[src/hw/fcu_map.svh]
// Constants of the flash command and unlock controller.
// Assumes inclusion by bare name from the design files only.
//
// Notes on behaviour
// - Unlock needs first then second unlock byte
// - Unknown or misplaced command byte relocks, ignored while an operation runs
// - Command write-only, status read-only, one address
// - Page erase only as third command
// - Mass erase only as third command
// - Mass erase accepted from debug port only
// - Page erase hits only the active page
// - Protect-access byte selects sector lockout
// - Shared address reaches lockout only when selected
// - Status field reports unlock progress
// - Status top bits report running operation
// - Status read harmless, top two bits zero
// - Page field gives address bits fifteen to nine
// - Bit seven maps information area high
// - Lockout bits reset clear, user only sets
// - Debug accesses ignore write-protect option
// - Debug ignores lockout and page limit
// - Debug may set or clear lockout bits
// - Debug skips page confirm, writes page unlocked
// - One open page, relock before another
// - User code walled off from reserved region
// - Page confirm mismatch relocks, match activates
// - Locked-out sector refuses program and erase
// - Finished erase returns to locked
`ifndef FCU_MAP_SVH
`define FCU_MAP_SVH

// Register file addresses
`define FCU_ADDR_CMD 12'hff8
`define FCU_ADDR_PAGE 12'hff9

// Command bytes
`define FCU_CMD_UNLOCK1 8'h73
`define FCU_CMD_UNLOCK2 8'h8c
`define FCU_CMD_PAGE_ERASE 8'h95
`define FCU_CMD_MASS_ERASE 8'h63
`define FCU_CMD_PROT_SEL 8'h5e

// Status field codes, six bits
`define FCU_ST_LOCKED 6'h00
`define FCU_ST_FIRST 6'h01
`define FCU_ST_SECOND 6'h02
`define FCU_ST_UNLOCKED 6'h03
`define FCU_ST_PROT 6'h04
`define FCU_ST_PROGRAM 6'h08
`define FCU_ST_PAGE_ERASE 6'h10
`define FCU_ST_MASS_ERASE 6'h20

// Field positions and reset values
`define FCU_BYTE_RESET 8'h00
`define FCU_INFO_BIT 7
`define FCU_PAGE_MSB 6
`define FCU_ADDR_PAGE_MSB 15
`define FCU_ADDR_PAGE_LSB 9
`define FCU_SECTOR_MSB 12
`define FCU_SECTOR_LSB 10

// Address windows
`define FCU_USER_TOP 16'h2000
`define FCU_RESV_TOP 16'h3000
`define FCU_INFO_LO 16'hfe00

`endif

[src/hw/fcu_pkg.sv]
// Types shared by the flash command and unlock controller.
// Assumes nothing of its surroundings.
package fcu_pkg;

  // Controller sequence states
  typedef enum logic [2:0] {
    FCU_LOCKED,
    FCU_FIRST,
    FCU_SECOND,
    FCU_UNLOCKED,
    FCU_PROT_SEL,
    FCU_PROGRAM,
    FCU_PAGE_ERASE,
    FCU_MASS_ERASE
  } fcu_state_e;

  typedef logic [7:0] fcu_byte_t;

endpackage

[src/hw/fcu_status_enc.sv]
// Status byte encoder of the flash controller.
// Assumes the state comes from the controller's own register.
`timescale 1ns/10ps
`default_nettype none
`include "fcu_map.svh"

module fcu_status_enc
  import fcu_pkg::*;
(
  input wire fcu_state_e state_i,
  output logic [7:0] status_o
);

  // Reserved top bits stay zero; low bits of busy codes read zero
  always_comb begin
    status_o = `FCU_BYTE_RESET;
    case (state_i)
      FCU_LOCKED: status_o[5:0] = `FCU_ST_LOCKED;
      FCU_FIRST: status_o[5:0] = `FCU_ST_FIRST;
      FCU_SECOND: status_o[5:0] = `FCU_ST_SECOND;
      FCU_UNLOCKED: status_o[5:0] = `FCU_ST_UNLOCKED;
      FCU_PROT_SEL: status_o[5:0] = `FCU_ST_PROT;
      FCU_PROGRAM: status_o[5:0] = `FCU_ST_PROGRAM;
      FCU_PAGE_ERASE: status_o[5:0] = `FCU_ST_PAGE_ERASE;
      FCU_MASS_ERASE: status_o[5:0] = `FCU_ST_MASS_ERASE;
      default: status_o[5:0] = `FCU_ST_LOCKED;
    endcase
  end

endmodule
`default_nettype wire

[src/hw/fcu_region_guard.sv]
// Address guard for memory accesses into the flash.
// Assumes the caller qualifies the result with its request strobe.
`timescale 1ns/10ps
`default_nettype none
`include "fcu_map.svh"

module fcu_region_guard (
  input wire logic [15:0] addr_i,
  input wire logic exec_resv_i,
  input wire logic info_area_select_i,
  output logic blocked_o,
  output logic info_hit_o
);

  // Only code running inside the reserved region may touch it
  always_comb begin
    blocked_o = (addr_i >= `FCU_USER_TOP) && (addr_i < `FCU_RESV_TOP)
      && !exec_resv_i;
    info_hit_o = info_area_select_i && (addr_i >= `FCU_INFO_LO);
  end

endmodule
`default_nettype wire

[src/hw/fcu_top.sv]
// Flash command, unlock and protection controller.
// Assumes single-cycle register strobes, one access per cycle,
// and a done pulse from the flash array after each operation.
`timescale 1ns/10ps
`default_nettype none
`include "fcu_map.svh"

module fcu_top
  import fcu_pkg::*;
(
  input wire logic clock_i,
  input wire logic rst_i,
  input wire logic ce_i,
  input wire logic reg_wr_i,
  input wire logic reg_rd_i,
  input wire logic [11:0] reg_addr_i,
  input wire logic [7:0] reg_wdata_i,
  input wire logic debug_access_i,
  input wire logic mem_req_i,
  input wire logic mem_wr_i,
  input wire logic [15:0] mem_addr_i,
  input wire logic exec_resv_i,
  input wire logic wp_option_i,
  input wire logic flash_done_i,
  output logic [7:0] reg_rdata_o,
  output logic mem_grant_o,
  output logic mem_block_o,
  output logic mem_info_o,
  output logic info_sel_o,
  output logic prog_start_o,
  output logic [15:0] prog_addr_o,
  output logic page_erase_o,
  output logic mass_erase_o,
  output logic [6:0] erase_page_o,
  output logic [7:0] sector_lock_o
);

  ////////////////////////////////////////////////////////////////////
  // Declarations

  fcu_state_e state_reg, state_next;
  fcu_byte_t page_reg, page_next;
  fcu_byte_t lock_reg, lock_next;
  fcu_byte_t rdata_reg, rdata_next;
  logic grant_reg, grant_next;
  logic block_reg, block_next;
  logic minfo_reg, minfo_next;
  logic prog_reg, prog_next;
  logic [15:0] paddr_reg, paddr_next;
  logic perase_reg, perase_next;
  logic merase_reg, merase_next;
  logic [7:0] status_w;
  logic blocked_w;
  logic info_hit_w;
  logic cmd_wr;
  logic page_wr;
  logic page_ok;
  logic prog_ok;
  logic erase_ok;

  // Sector number of a flash byte address
  function automatic logic [2:0] sector_of(input logic [15:0] a);
    sector_of = a[`FCU_SECTOR_MSB:`FCU_SECTOR_LSB];
  endfunction

  ////////////////////////////////////////////////////////////////////
  // Helpers

  fcu_status_enc u_status (
    .state_i(state_reg),
    .status_o(status_w)
  );

  fcu_region_guard u_guard (
    .addr_i(mem_addr_i),
    .exec_resv_i(exec_resv_i),
    .info_area_select_i(page_reg[`FCU_INFO_BIT]),
    .blocked_o(blocked_w),
    .info_hit_o(info_hit_w)
  );

  // Address decode; writes to the command address never read back
  assign cmd_wr = reg_wr_i && (reg_addr_i == `FCU_ADDR_CMD);
  assign page_wr = reg_wr_i && (reg_addr_i == `FCU_ADDR_PAGE);

  // Program permission; debug drops page, sector and option checks
  assign page_ok = mem_addr_i[`FCU_ADDR_PAGE_MSB:`FCU_ADDR_PAGE_LSB]
    == page_reg[`FCU_PAGE_MSB:0];
  assign prog_ok = debug_access_i
    || (!wp_option_i && page_ok && !lock_reg[sector_of(mem_addr_i)]);
  // Erase permission, active page's sector checked for user code
  assign erase_ok = debug_access_i
    || (!wp_option_i
        && !lock_reg[sector_of({page_reg[`FCU_PAGE_MSB:0], 9'h000})]);

  ////////////////////////////////////////////////////////////////////
  // Next-state logic

  // Erase or program done first, then register writes, then memory accesses
  always_comb begin
    state_next = state_reg;
    page_next = page_reg;
    lock_next = lock_reg;
    rdata_next = rdata_reg;
    grant_next = 1'b0;
    block_next = 1'b0;
    minfo_next = minfo_reg;
    prog_next = 1'b0;
    paddr_next = paddr_reg;
    perase_next = 1'b0;
    merase_next = 1'b0;
    // Status reads change nothing but the read latch
    if (reg_rd_i) begin
      if (reg_addr_i == `FCU_ADDR_CMD) begin
        rdata_next = status_w;
      end else if (reg_addr_i == `FCU_ADDR_PAGE) begin
        rdata_next = (state_reg == FCU_PROT_SEL) ? lock_reg : page_reg;
      end else begin
        rdata_next = `FCU_BYTE_RESET;
      end
    end
    if ((state_reg == FCU_PAGE_ERASE || state_reg == FCU_MASS_ERASE)
        && flash_done_i) begin
      state_next = FCU_LOCKED;
    end else if (state_reg == FCU_PROGRAM && flash_done_i) begin
      state_next = FCU_UNLOCKED;
    end else if (cmd_wr) begin
      case (state_reg)
        FCU_LOCKED, FCU_PROT_SEL: begin
          if (reg_wdata_i == `FCU_CMD_UNLOCK1) begin
            state_next = FCU_FIRST;
          end else if (reg_wdata_i == `FCU_CMD_PROT_SEL) begin
            state_next = FCU_PROT_SEL;
          end else begin
            state_next = FCU_LOCKED;
          end
        end
        FCU_FIRST: begin
          if (reg_wdata_i != `FCU_CMD_UNLOCK2) begin
            state_next = FCU_LOCKED;
          end else if (debug_access_i) begin
            state_next = FCU_UNLOCKED;
          end else begin
            state_next = FCU_SECOND;
          end
        end
        FCU_UNLOCKED: begin
          // Third command; anything else closes the open page
          state_next = FCU_LOCKED;
          if (reg_wdata_i == `FCU_CMD_PAGE_ERASE && erase_ok) begin
            state_next = FCU_PAGE_ERASE;
            perase_next = 1'b1;
          end else if (reg_wdata_i == `FCU_CMD_MASS_ERASE
                       && debug_access_i) begin
            state_next = FCU_MASS_ERASE;
            merase_next = 1'b1;
          end
        end
        FCU_SECOND: state_next = FCU_LOCKED;
        default: state_next = state_reg;
      endcase
    end else if (page_wr) begin
      case (state_reg)
        FCU_PROT_SEL: begin
          if (debug_access_i) begin
            lock_next = reg_wdata_i;
          end else begin
            lock_next = lock_reg | reg_wdata_i;
          end
        end
        FCU_LOCKED: page_next = reg_wdata_i;
        FCU_SECOND: begin
          if (reg_wdata_i == page_reg) begin
            state_next = FCU_UNLOCKED;
          end else begin
            state_next = FCU_LOCKED;
          end
        end
        FCU_UNLOCKED: begin
          if (debug_access_i) begin
            page_next = reg_wdata_i;
          end
        end
        default: page_next = page_reg;
      endcase
    end else if (mem_req_i) begin
      minfo_next = info_hit_w;
      if (blocked_w) begin
        block_next = 1'b1;
      end else if (!mem_wr_i) begin
        grant_next = 1'b1;
      end else if (state_reg == FCU_UNLOCKED && prog_ok) begin
        grant_next = 1'b1;
        prog_next = 1'b1;
        paddr_next = mem_addr_i;
        state_next = FCU_PROGRAM;
      end
    end
  end

  ////////////////////////////////////////////////////////////////////
  // State registers; clock enable low freezes everything except reset

  always_ff @(posedge clock_i) begin
    if (rst_i) begin
      state_reg <= FCU_LOCKED;
      page_reg <= `FCU_BYTE_RESET;
      lock_reg <= `FCU_BYTE_RESET;
      rdata_reg <= `FCU_BYTE_RESET;
      grant_reg <= 1'b0;
      block_reg <= 1'b0;
      minfo_reg <= 1'b0;
      prog_reg <= 1'b0;
      paddr_reg <= 16'h0000;
      perase_reg <= 1'b0;
      merase_reg <= 1'b0;
    end else if (ce_i) begin
      state_reg <= state_next;
      page_reg <= page_next;
      lock_reg <= lock_next;
      rdata_reg <= rdata_next;
      grant_reg <= grant_next;
      block_reg <= block_next;
      minfo_reg <= minfo_next;
      prog_reg <= prog_next;
      paddr_reg <= paddr_next;
      perase_reg <= perase_next;
      merase_reg <= merase_next;
    end
  end

  // Outputs straight from flops
  assign reg_rdata_o = rdata_reg;
  assign mem_grant_o = grant_reg;
  assign mem_block_o = block_reg;
  assign mem_info_o = minfo_reg;
  assign info_sel_o = page_reg[`FCU_INFO_BIT];
  assign prog_start_o = prog_reg;
  assign prog_addr_o = paddr_reg;
  assign page_erase_o = perase_reg;
  assign mass_erase_o = merase_reg;
  assign erase_page_o = page_reg[`FCU_PAGE_MSB:0];
  assign sector_lock_o = lock_reg;
endmodule
`default_nettype wire

[config.mk]
export PLATFORM = sky130hd
export DESIGN_NAME = fcu_top
export DESIGN_NICKNAME = d
export VERILOG_FILES = /design/src/hw/fcu_pkg.sv /design/src/hw/fcu_status_enc.sv /design/src/hw/fcu_region_guard.sv /design/src/hw/fcu_top.sv
export VERILOG_INCLUDE_DIRS = /design/src /design/src/hw
export SDC_FILE = /design/constraint.sdc
export NUM_CORES = 1
export LEC_CHECK = 0
export ABC_AREA = 1
export BUFFER_PORTS_ARGS = -buffer_cell sky130_fd_sc_hd__buf_2
export CAP_MARGIN = 0
export CORE_MARGIN = 5
export CORE_UTILIZATION = 52
export CTS_CLUSTER_SIZE = 14
export DETAILED_ROUTE_END_ITERATION = 8
export HOLD_SLACK_MARGIN = 0.06
export MAX_ROUTING_LAYER = met4
export PLACE_DENSITY = 0.9
export SLEW_MARGIN = 20
export SYNTH_ARGS = -nofsm -noshare
export SYNTH_HDL_FRONTEND = slang
export SYNTH_HIERARCHICAL = 1
export SYNTH_SLANG_ARGS = --single-unit
export TNS_END_PERCENT = 10
[constraint.sdc]
create_clock -name clock_i -period 2.2 [get_ports clock_i]
set_input_delay 0.11 -clock clock_i [delete_from_list [all_inputs] [get_ports clock_i]]
set_output_delay 0.11 -clock clock_i [all_outputs]
set_load 0.01 [all_outputs]
==> results of run 1 <==
[Yosys cell counts, types with 2 or more instances]
cell type	count
nand2_4	2
a31oi_1	9
nor2_4	2
o22ai_1	8
o211ai_1	2
a21oi_1	17
o21ai_0	29
nor3_1	9
nor2_2	3
nor2_1	71
inv_1	77
buf_6	3
clkbuf_1	5
nor3_2	3
nand2_1	147
xor2_1	2
nand4_1	10
buf_4	3
buf_2	6
nand2_2	2
nor4_1	2
dfxtp_1	49
inv_2	3
nand3_1	24
[kinds of logic after synthesis]
| family | Yosys count | synth area share, % |
|---|---|---|
| simple gates | 282 | 40.9 |
| flops | 49 | 32.2 |
| xor+xnor | 3 | 0.862 |
| buf+inv | 98 | 13.4 |
| compound gates | 69 | 12.5 |
| other cells | 1 | 0.123 |
[worst reg2reg max path: cells and delay by family, from the launching register on]
kind | cells | cell delay (ns)
flip-flops | 1 | 0.40
buffers and inverters | 1 | 0.07
AND/OR/NAND/NOR | 9 | 1.43
[worst max-delay path by stage]
stage / startpoint / to / slack, ns / depth (start not counted)
after floorplan: state_reg[2] / prog_addr_o[10] / 0.54 / 12
after global placement: page_reg[1] / prog_addr_o[2] / 0.30 / 11
after detailed placement: page_reg[1] / prog_addr_o[2] / 0.22 / 11
after CTS: page_reg[1] / prog_addr_o[13] / 0.20 / 12
after global routing: state_reg[0] / prog_addr_o[7] / 0.008 / 11
final: state_reg[0] / prog_addr_o[5] / 0.21 / 10
[layout make-up]
class	count	area (sq um)
clock buffers	8	80.1
inverters	81	304
multi-input cells	357	1680
repair buffers	108	603
fillers	537	1860
flip-flops and latches	49	983
well taps	72	90.1
[per-layer routing]
layer / vias up / routed length [microns] / global-route usage [%]
met3: 17 / 838 / 3.33
met5: - / 0 / -
met1: 1636 / 3900 / 31.3
li1: 1785 / - / -
met2: 189 / 4560 / 41.7
met4: 0 / 201 / 8.50
[what timing repair did]
item                                    4_1_cts  5_1_grt
buffers inserted                              0        0
endpoints found under the setup margin        0       19
hold endpoints to repair                      9        0
hold buffers                                  9        0
resized for setup                             0        3
[metrics by stage]
step,utilization [%],setup slack [ns],total power (W),cells
finish,66.8,0.210,0.00164,675
global route,66.8,0.00830,0.00170,675
CTS,66.3,0.200,0.00163,674
detailed placement,63.3,0.221,0.00111,657
global placement,63.3,0.303,0.00111,657
floorplan,-,0.539,0.00102,503
[where the power goes]
part	leakage (nW)	switching [W]	internal, W
combinational	1.47	0.000128	0.0000797
clock	0.0395	0.000302	0.000227
sequential	0.397	0.00000435	0.000896
==> metrics.csv, run 1 <==
metric,value,unit
wl_per_cell,14.1,microns
grt_pass1_vias,3149,
cts_buffers,5,
rsz0062_at_grt,false,
final_max_slew_viol_count,0,
core_area,5610,sq um
ys_ff_latch,49,
grt_max_degree,34,
insertion_delay,0.31,ns
ant_nets,0,
crit_path_cell_trace,"nor2_2, nor2_1, inv_1, nand2_1, nor2_4, nand3_2, nor2_4, nand4_4, nor2_1, nor2_1",
vias,3627,
cp-end-kind,flip-flop,
cp_top_family,simple AND/OR/NAND/NOR gates,
ctsRootBufferMaster,clkbuf_8,
hold_start,mem_addr_i[9],
worstSetupStartpointType,flip-flop,
power_leakage,1.91,nW
hold_viol,0,
grt.total_usage,25.1,%
cp_slowest_stage_delay,0.40,ns
setup_viol_count_final,0,
num_antenna_cells,0,
syn_avg_cell_area,6.07,sq um
synth_area,3050,sq um
hold_end,prog_addr_o[9],
post-route-period-util,90.5,%
grt_pass1_wl,14700,microns
clock-sinks,49,
area_growth,22.8,%
drive_gt1_share,21.1,%
drc,0,
maxCapViolations,0,
final_area,3740,sq um
fin_nets,649,
gp_congestion,0.877,
synth.distinct_cells,38,
synth_edf_count,0,
crit_buf_inv,1,
cts_htree_levels,2,
whs_path_depth,3,
max_freq,0.503,GHz
crit_type,reg2reg,
cp.required,2.41,ns
placement.io_buffers,92,
power_density,437,nW/um^2
fin_tns_setup,0,ns
first_pass_iters,5,
antenna_found_initial,0,
largest_reg_flops,16,
critPathMaxFanout,17,
clock_skew,0.00675,ns
cts_tree,built,
r2r-start,state_reg[0],
dp_hpwl,6930,microns
dr.first_iter.drc_count,388,
hold_path.class,in2reg,
vdd_drop_max,0.000274,V
die_area,7490,sq um
syn_inst,502,
drt-vias-per-instance,5.37,
arrival,2.20,ns
status,completed,
start_util,54.4,%
crit_top_cell,nor2_1,
clk_path_buf_depth,2,
synth_area_leaders,"dfxtp_1, nand2_1, inv_1",
r2r_setup_slack,0.21,ns
die_h,86.6,microns
final_common_cell,nand2_1,
cp_slowest_cell,dfxtp_1,
post_dp_cell_area,3550,sq um
holdWs,0.0903,ns
synth_ff_type,dfxtp_1,
yosysWarnings,6,
rows,27,
ioPinCount,93,
ys_seq_area_share,32.2,%
synth.top_cell.area_share,32.2,%
final_cell_mix,"nand2_1, buf_2, inv_1",
clk_pin_slew_worst_paths,0.09,ns
die_w,86.6,microns
finalWirelength,9500,microns
min_period,1.99,ns
r2r.worst_path.cells,10,
yosysTopAreaCell,dfxtp_1,
r2r_end,prog_addr_o[5],
grt-ovfl-total,0,
async_flop_share,0,%
Power figures use the tool's default switching activity.
==> inputs of run 2 (changes only) <==
--- a/config.mk
+++ b/config.mk
@@ -7,15 +7,15 @@
 export NUM_CORES = 1
 export LEC_CHECK = 0
 export ABC_AREA = 1
-export BUFFER_PORTS_ARGS = -buffer_cell sky130_fd_sc_hd__buf_2
 export CAP_MARGIN = 0
 export CORE_MARGIN = 5
-export CORE_UTILIZATION = 52
+export CORE_UTILIZATION = 60
 export CTS_CLUSTER_SIZE = 14
 export DETAILED_ROUTE_END_ITERATION = 8
+export DONT_BUFFER_PORTS = 1
 export HOLD_SLACK_MARGIN = 0.06
 export MAX_ROUTING_LAYER = met4
-export PLACE_DENSITY = 0.9
+export PLACE_DENSITY = 0.85
 export SLEW_MARGIN = 20
 export SYNTH_ARGS = -nofsm -noshare
 export SYNTH_HDL_FRONTEND = slang
==> run 2 against run 1 <==
  * Combinational power down 25%
  * Critical path depth rose by 4
  * Critical endpoint is now state_reg[2]
  * Utilization rose by 2.9 points
  * Critical path type unchanged
==> metrics.csv, run 2 (synthesis results as in run 1) <==
metric,value,unit,change
status,completed,,
r2r.worst_path.cells,14,,+4
rows,26,,-3.7%
slew_headroom,54.7,%,
layoutNonFillerInstCount,601,,-11%
final_cell_mix,"nand2_1, inv_1, nor2_1",,
post_dp_cell_area,3110,sq um,-12%
hold_start,reg_wdata_i[5],,
maxCapViolations,0,,unchanged
p_comb_share,9.7,%,-3.0 points
fin_nets,578,,-11%
clk_pin_slew_worst_paths,0.08,ns,about the same
max_freq,0.512,GHz,+1.8%
grt_pass1_vias,2867,,-9.0%
die_w,81.3,microns,-6.1%
grt.total_usage,27.6,%,+2.5 points
wl_per_cell,15.0,microns,+6.4%
pwr-share-clk,33.9,%,+1.6 points
dr.first_iter.drc_count,360,,-7.2%
grt_max_degree,34,,unchanged
cp.required,2.43,ns,+0.02 ns
cp-end-kind,flip-flop,,
worstSetupStartpointType,flip-flop,,
cts_tree,built,,
intPower,0.00121,W,+0.91%
tightest_slew,0.677,ns,
final_max_slew_viol_count,0,,unchanged
dp_hpwl,6440,microns,-7.1%
drc,0,,unchanged
ctsRootBufferMaster,clkbuf_8,,
arrival,2.19,ns,about the same
hold_path.class,in2reg,,
post_cts_buffers,0,,unchanged
placement.io_buffers,0,,-100%
core_area,5010,sq um,-11%
insertion_delay,0.30,ns,about the same
hold_viol,0,,unchanged
clock_skew,0.00526,ns,-0.00149 ns
vdd_drop_max,0.000370,V,+35%
drive_gt1_share,7.34,%,-14 points
clk_path_buf_depth,2,,unchanged
swShare,24.6,%,-1.9 points
setup_viol_count_final,0,,unchanged
final_area,3490,sq um,-6.8%
die_area,6610,sq um,-12%
post-route-period-util,88.9,%,-1.6 points
r2r_end,state_reg[2],,
die_h,81.3,microns,-6.1%
num_antenna_cells,0,,unchanged
ant_nets,0,,unchanged
power_density,461,nW/um^2,+5.5%
final_common_cell,nand2_1,,
drt-vias-per-instance,5.50,,+2.3%
cts_buffers,5,,unchanged
area_growth,14.5,%,
largest_reg_flops,16,,unchanged
antenna_found_initial,0,,unchanged
ioPinCount,93,,unchanged
grt-ovfl-total,0,,unchanged
power_switching,0.000396,W,-8.8%
start_util,60.8,%,+6.5 points
min_period,1.95,ns,-0.0351 ns
gp_congestion,0.924,,+5.4%
clock-sinks,49,,unchanged
power_leakage,1.57,nW,-17%
cts_htree_levels,2,,unchanged
seqPwrFrac,56.4,%,+1.4 points
grt_pass1_wl,13800,microns,-6.3%
finalWirelength,9000,microns,-5.3%
dp_cells,566,,-14%
critPathMaxFanout,6,,-11
crit_type,reg2reg,,
vias,3303,,-8.9%
whs_path_depth,2,,-1
first_pass_iters,6,,+1
fin_tns_setup,0,ns,unchanged
r2r-start,page_reg[5],,
r2r_setup_slack,0.25,ns,+0.04 ns
hold_end,page_reg[5],,
rsz0062_at_grt,true,,
-- run 2: changes by cell type in the layout (fill, tap and decap cells not counted) --
cell | before | now
buf_2 | 92 | 0
dlygate4sd3_1 | 9 | 27
buf_4 | 7 | 10
clkbuf_1 | 3 | 1
clkbuf_8 | 5 | 6
-- run 2: critical path: stages (launching register included) --
cell	delay [ns]
dfxtp_1	0.53
inv_1	0.07
nand2_1	0.06
nand2_1	0.05
nor2_1	0.09
nand2_1	0.07
nor2_1	0.10
nand3_1	0.14
nand2_2	0.17
nand3_1	0.10
nand2_1	0.10
nand2_1	0.12
nor2_1	0.11
nand2_1	0.06
a21oi_1	0.11
-- run 2: timing repair --
item	in CTS	in global routing
hold endpoints to repair	40	0
hold buffers	27	0
gates resized for setup	0	3
endpoints found under the setup margin	0	17
-- run 2: layout make-up --
cell class | instances | area, sq um
clock buffers | 7 | 86.3
fillers | 465 | 1520
flip-flops and latches | 49 | 983
inverters | 81 | 304
well taps | 70 | 87.6
multi-input cells | 357 | 1680
repair buffers | 37 | 345
-- run 2: power groups by stage --
stage | logic (W) | registers [W] | clock network, W
2_1_floorplan | 0.0000917 | 0.000926 | 0
3_3_place_gp | 0.000102 | 0.000929 | 0
3_5_place_dp | 0.000104 | 0.000929 | 0
4_1_cts | 0.000151 | 0.000908 | 0.000548
5_1_grt | 0.000172 | 0.000909 | 0.000578
6_report | 0.000156 | 0.000908 | 0.000546
-- run 2: worst max-delay path by stage --
stage / start / endpoint / slack [ns] / depth (start not counted)
3_5_place_dp: state_reg[0] / prog_addr_o[12] / 0.20 / 10
4_1_cts: state_reg[0] / prog_addr_o[12] / 0.18 / 10
3_3_place_gp: state_reg[0] / prog_addr_o[10] / 0.26 / 10
5_1_grt: state_reg[0] / prog_addr_o[13] / -0.03 / 11
2_1_floorplan: state_reg[2] / prog_addr_o[10] / 0.54 / 12
6_report: page_reg[5] / state_reg[2] / 0.25 / 14
-- run 2: layer usage --
metal / share of wire (%) / track usage, % / up-vias
li1: - / - / 1636
met1: 41 / 36.1 / 1480
met2: 46 / 42.9 / 172
met3: 11 / 6.65 / 15
met4: 1.5 / 6.59 / 0
met5: 0 / - / -
-- run 2: per-stage QoR --
step	util, %	power [W]	setup slack (ns)	hold WS [ns]
floorplan	-	0.00102	0.539	0.245
global placement	62.1	0.00103	0.257	0.183
detailed placement	62.1	0.00103	0.199	0.182
CTS	69.2	0.00161	0.181	0.0635
global route	69.7	0.00166	-0.0272	0.0896
finish	69.7	0.00161	0.245	0.0659
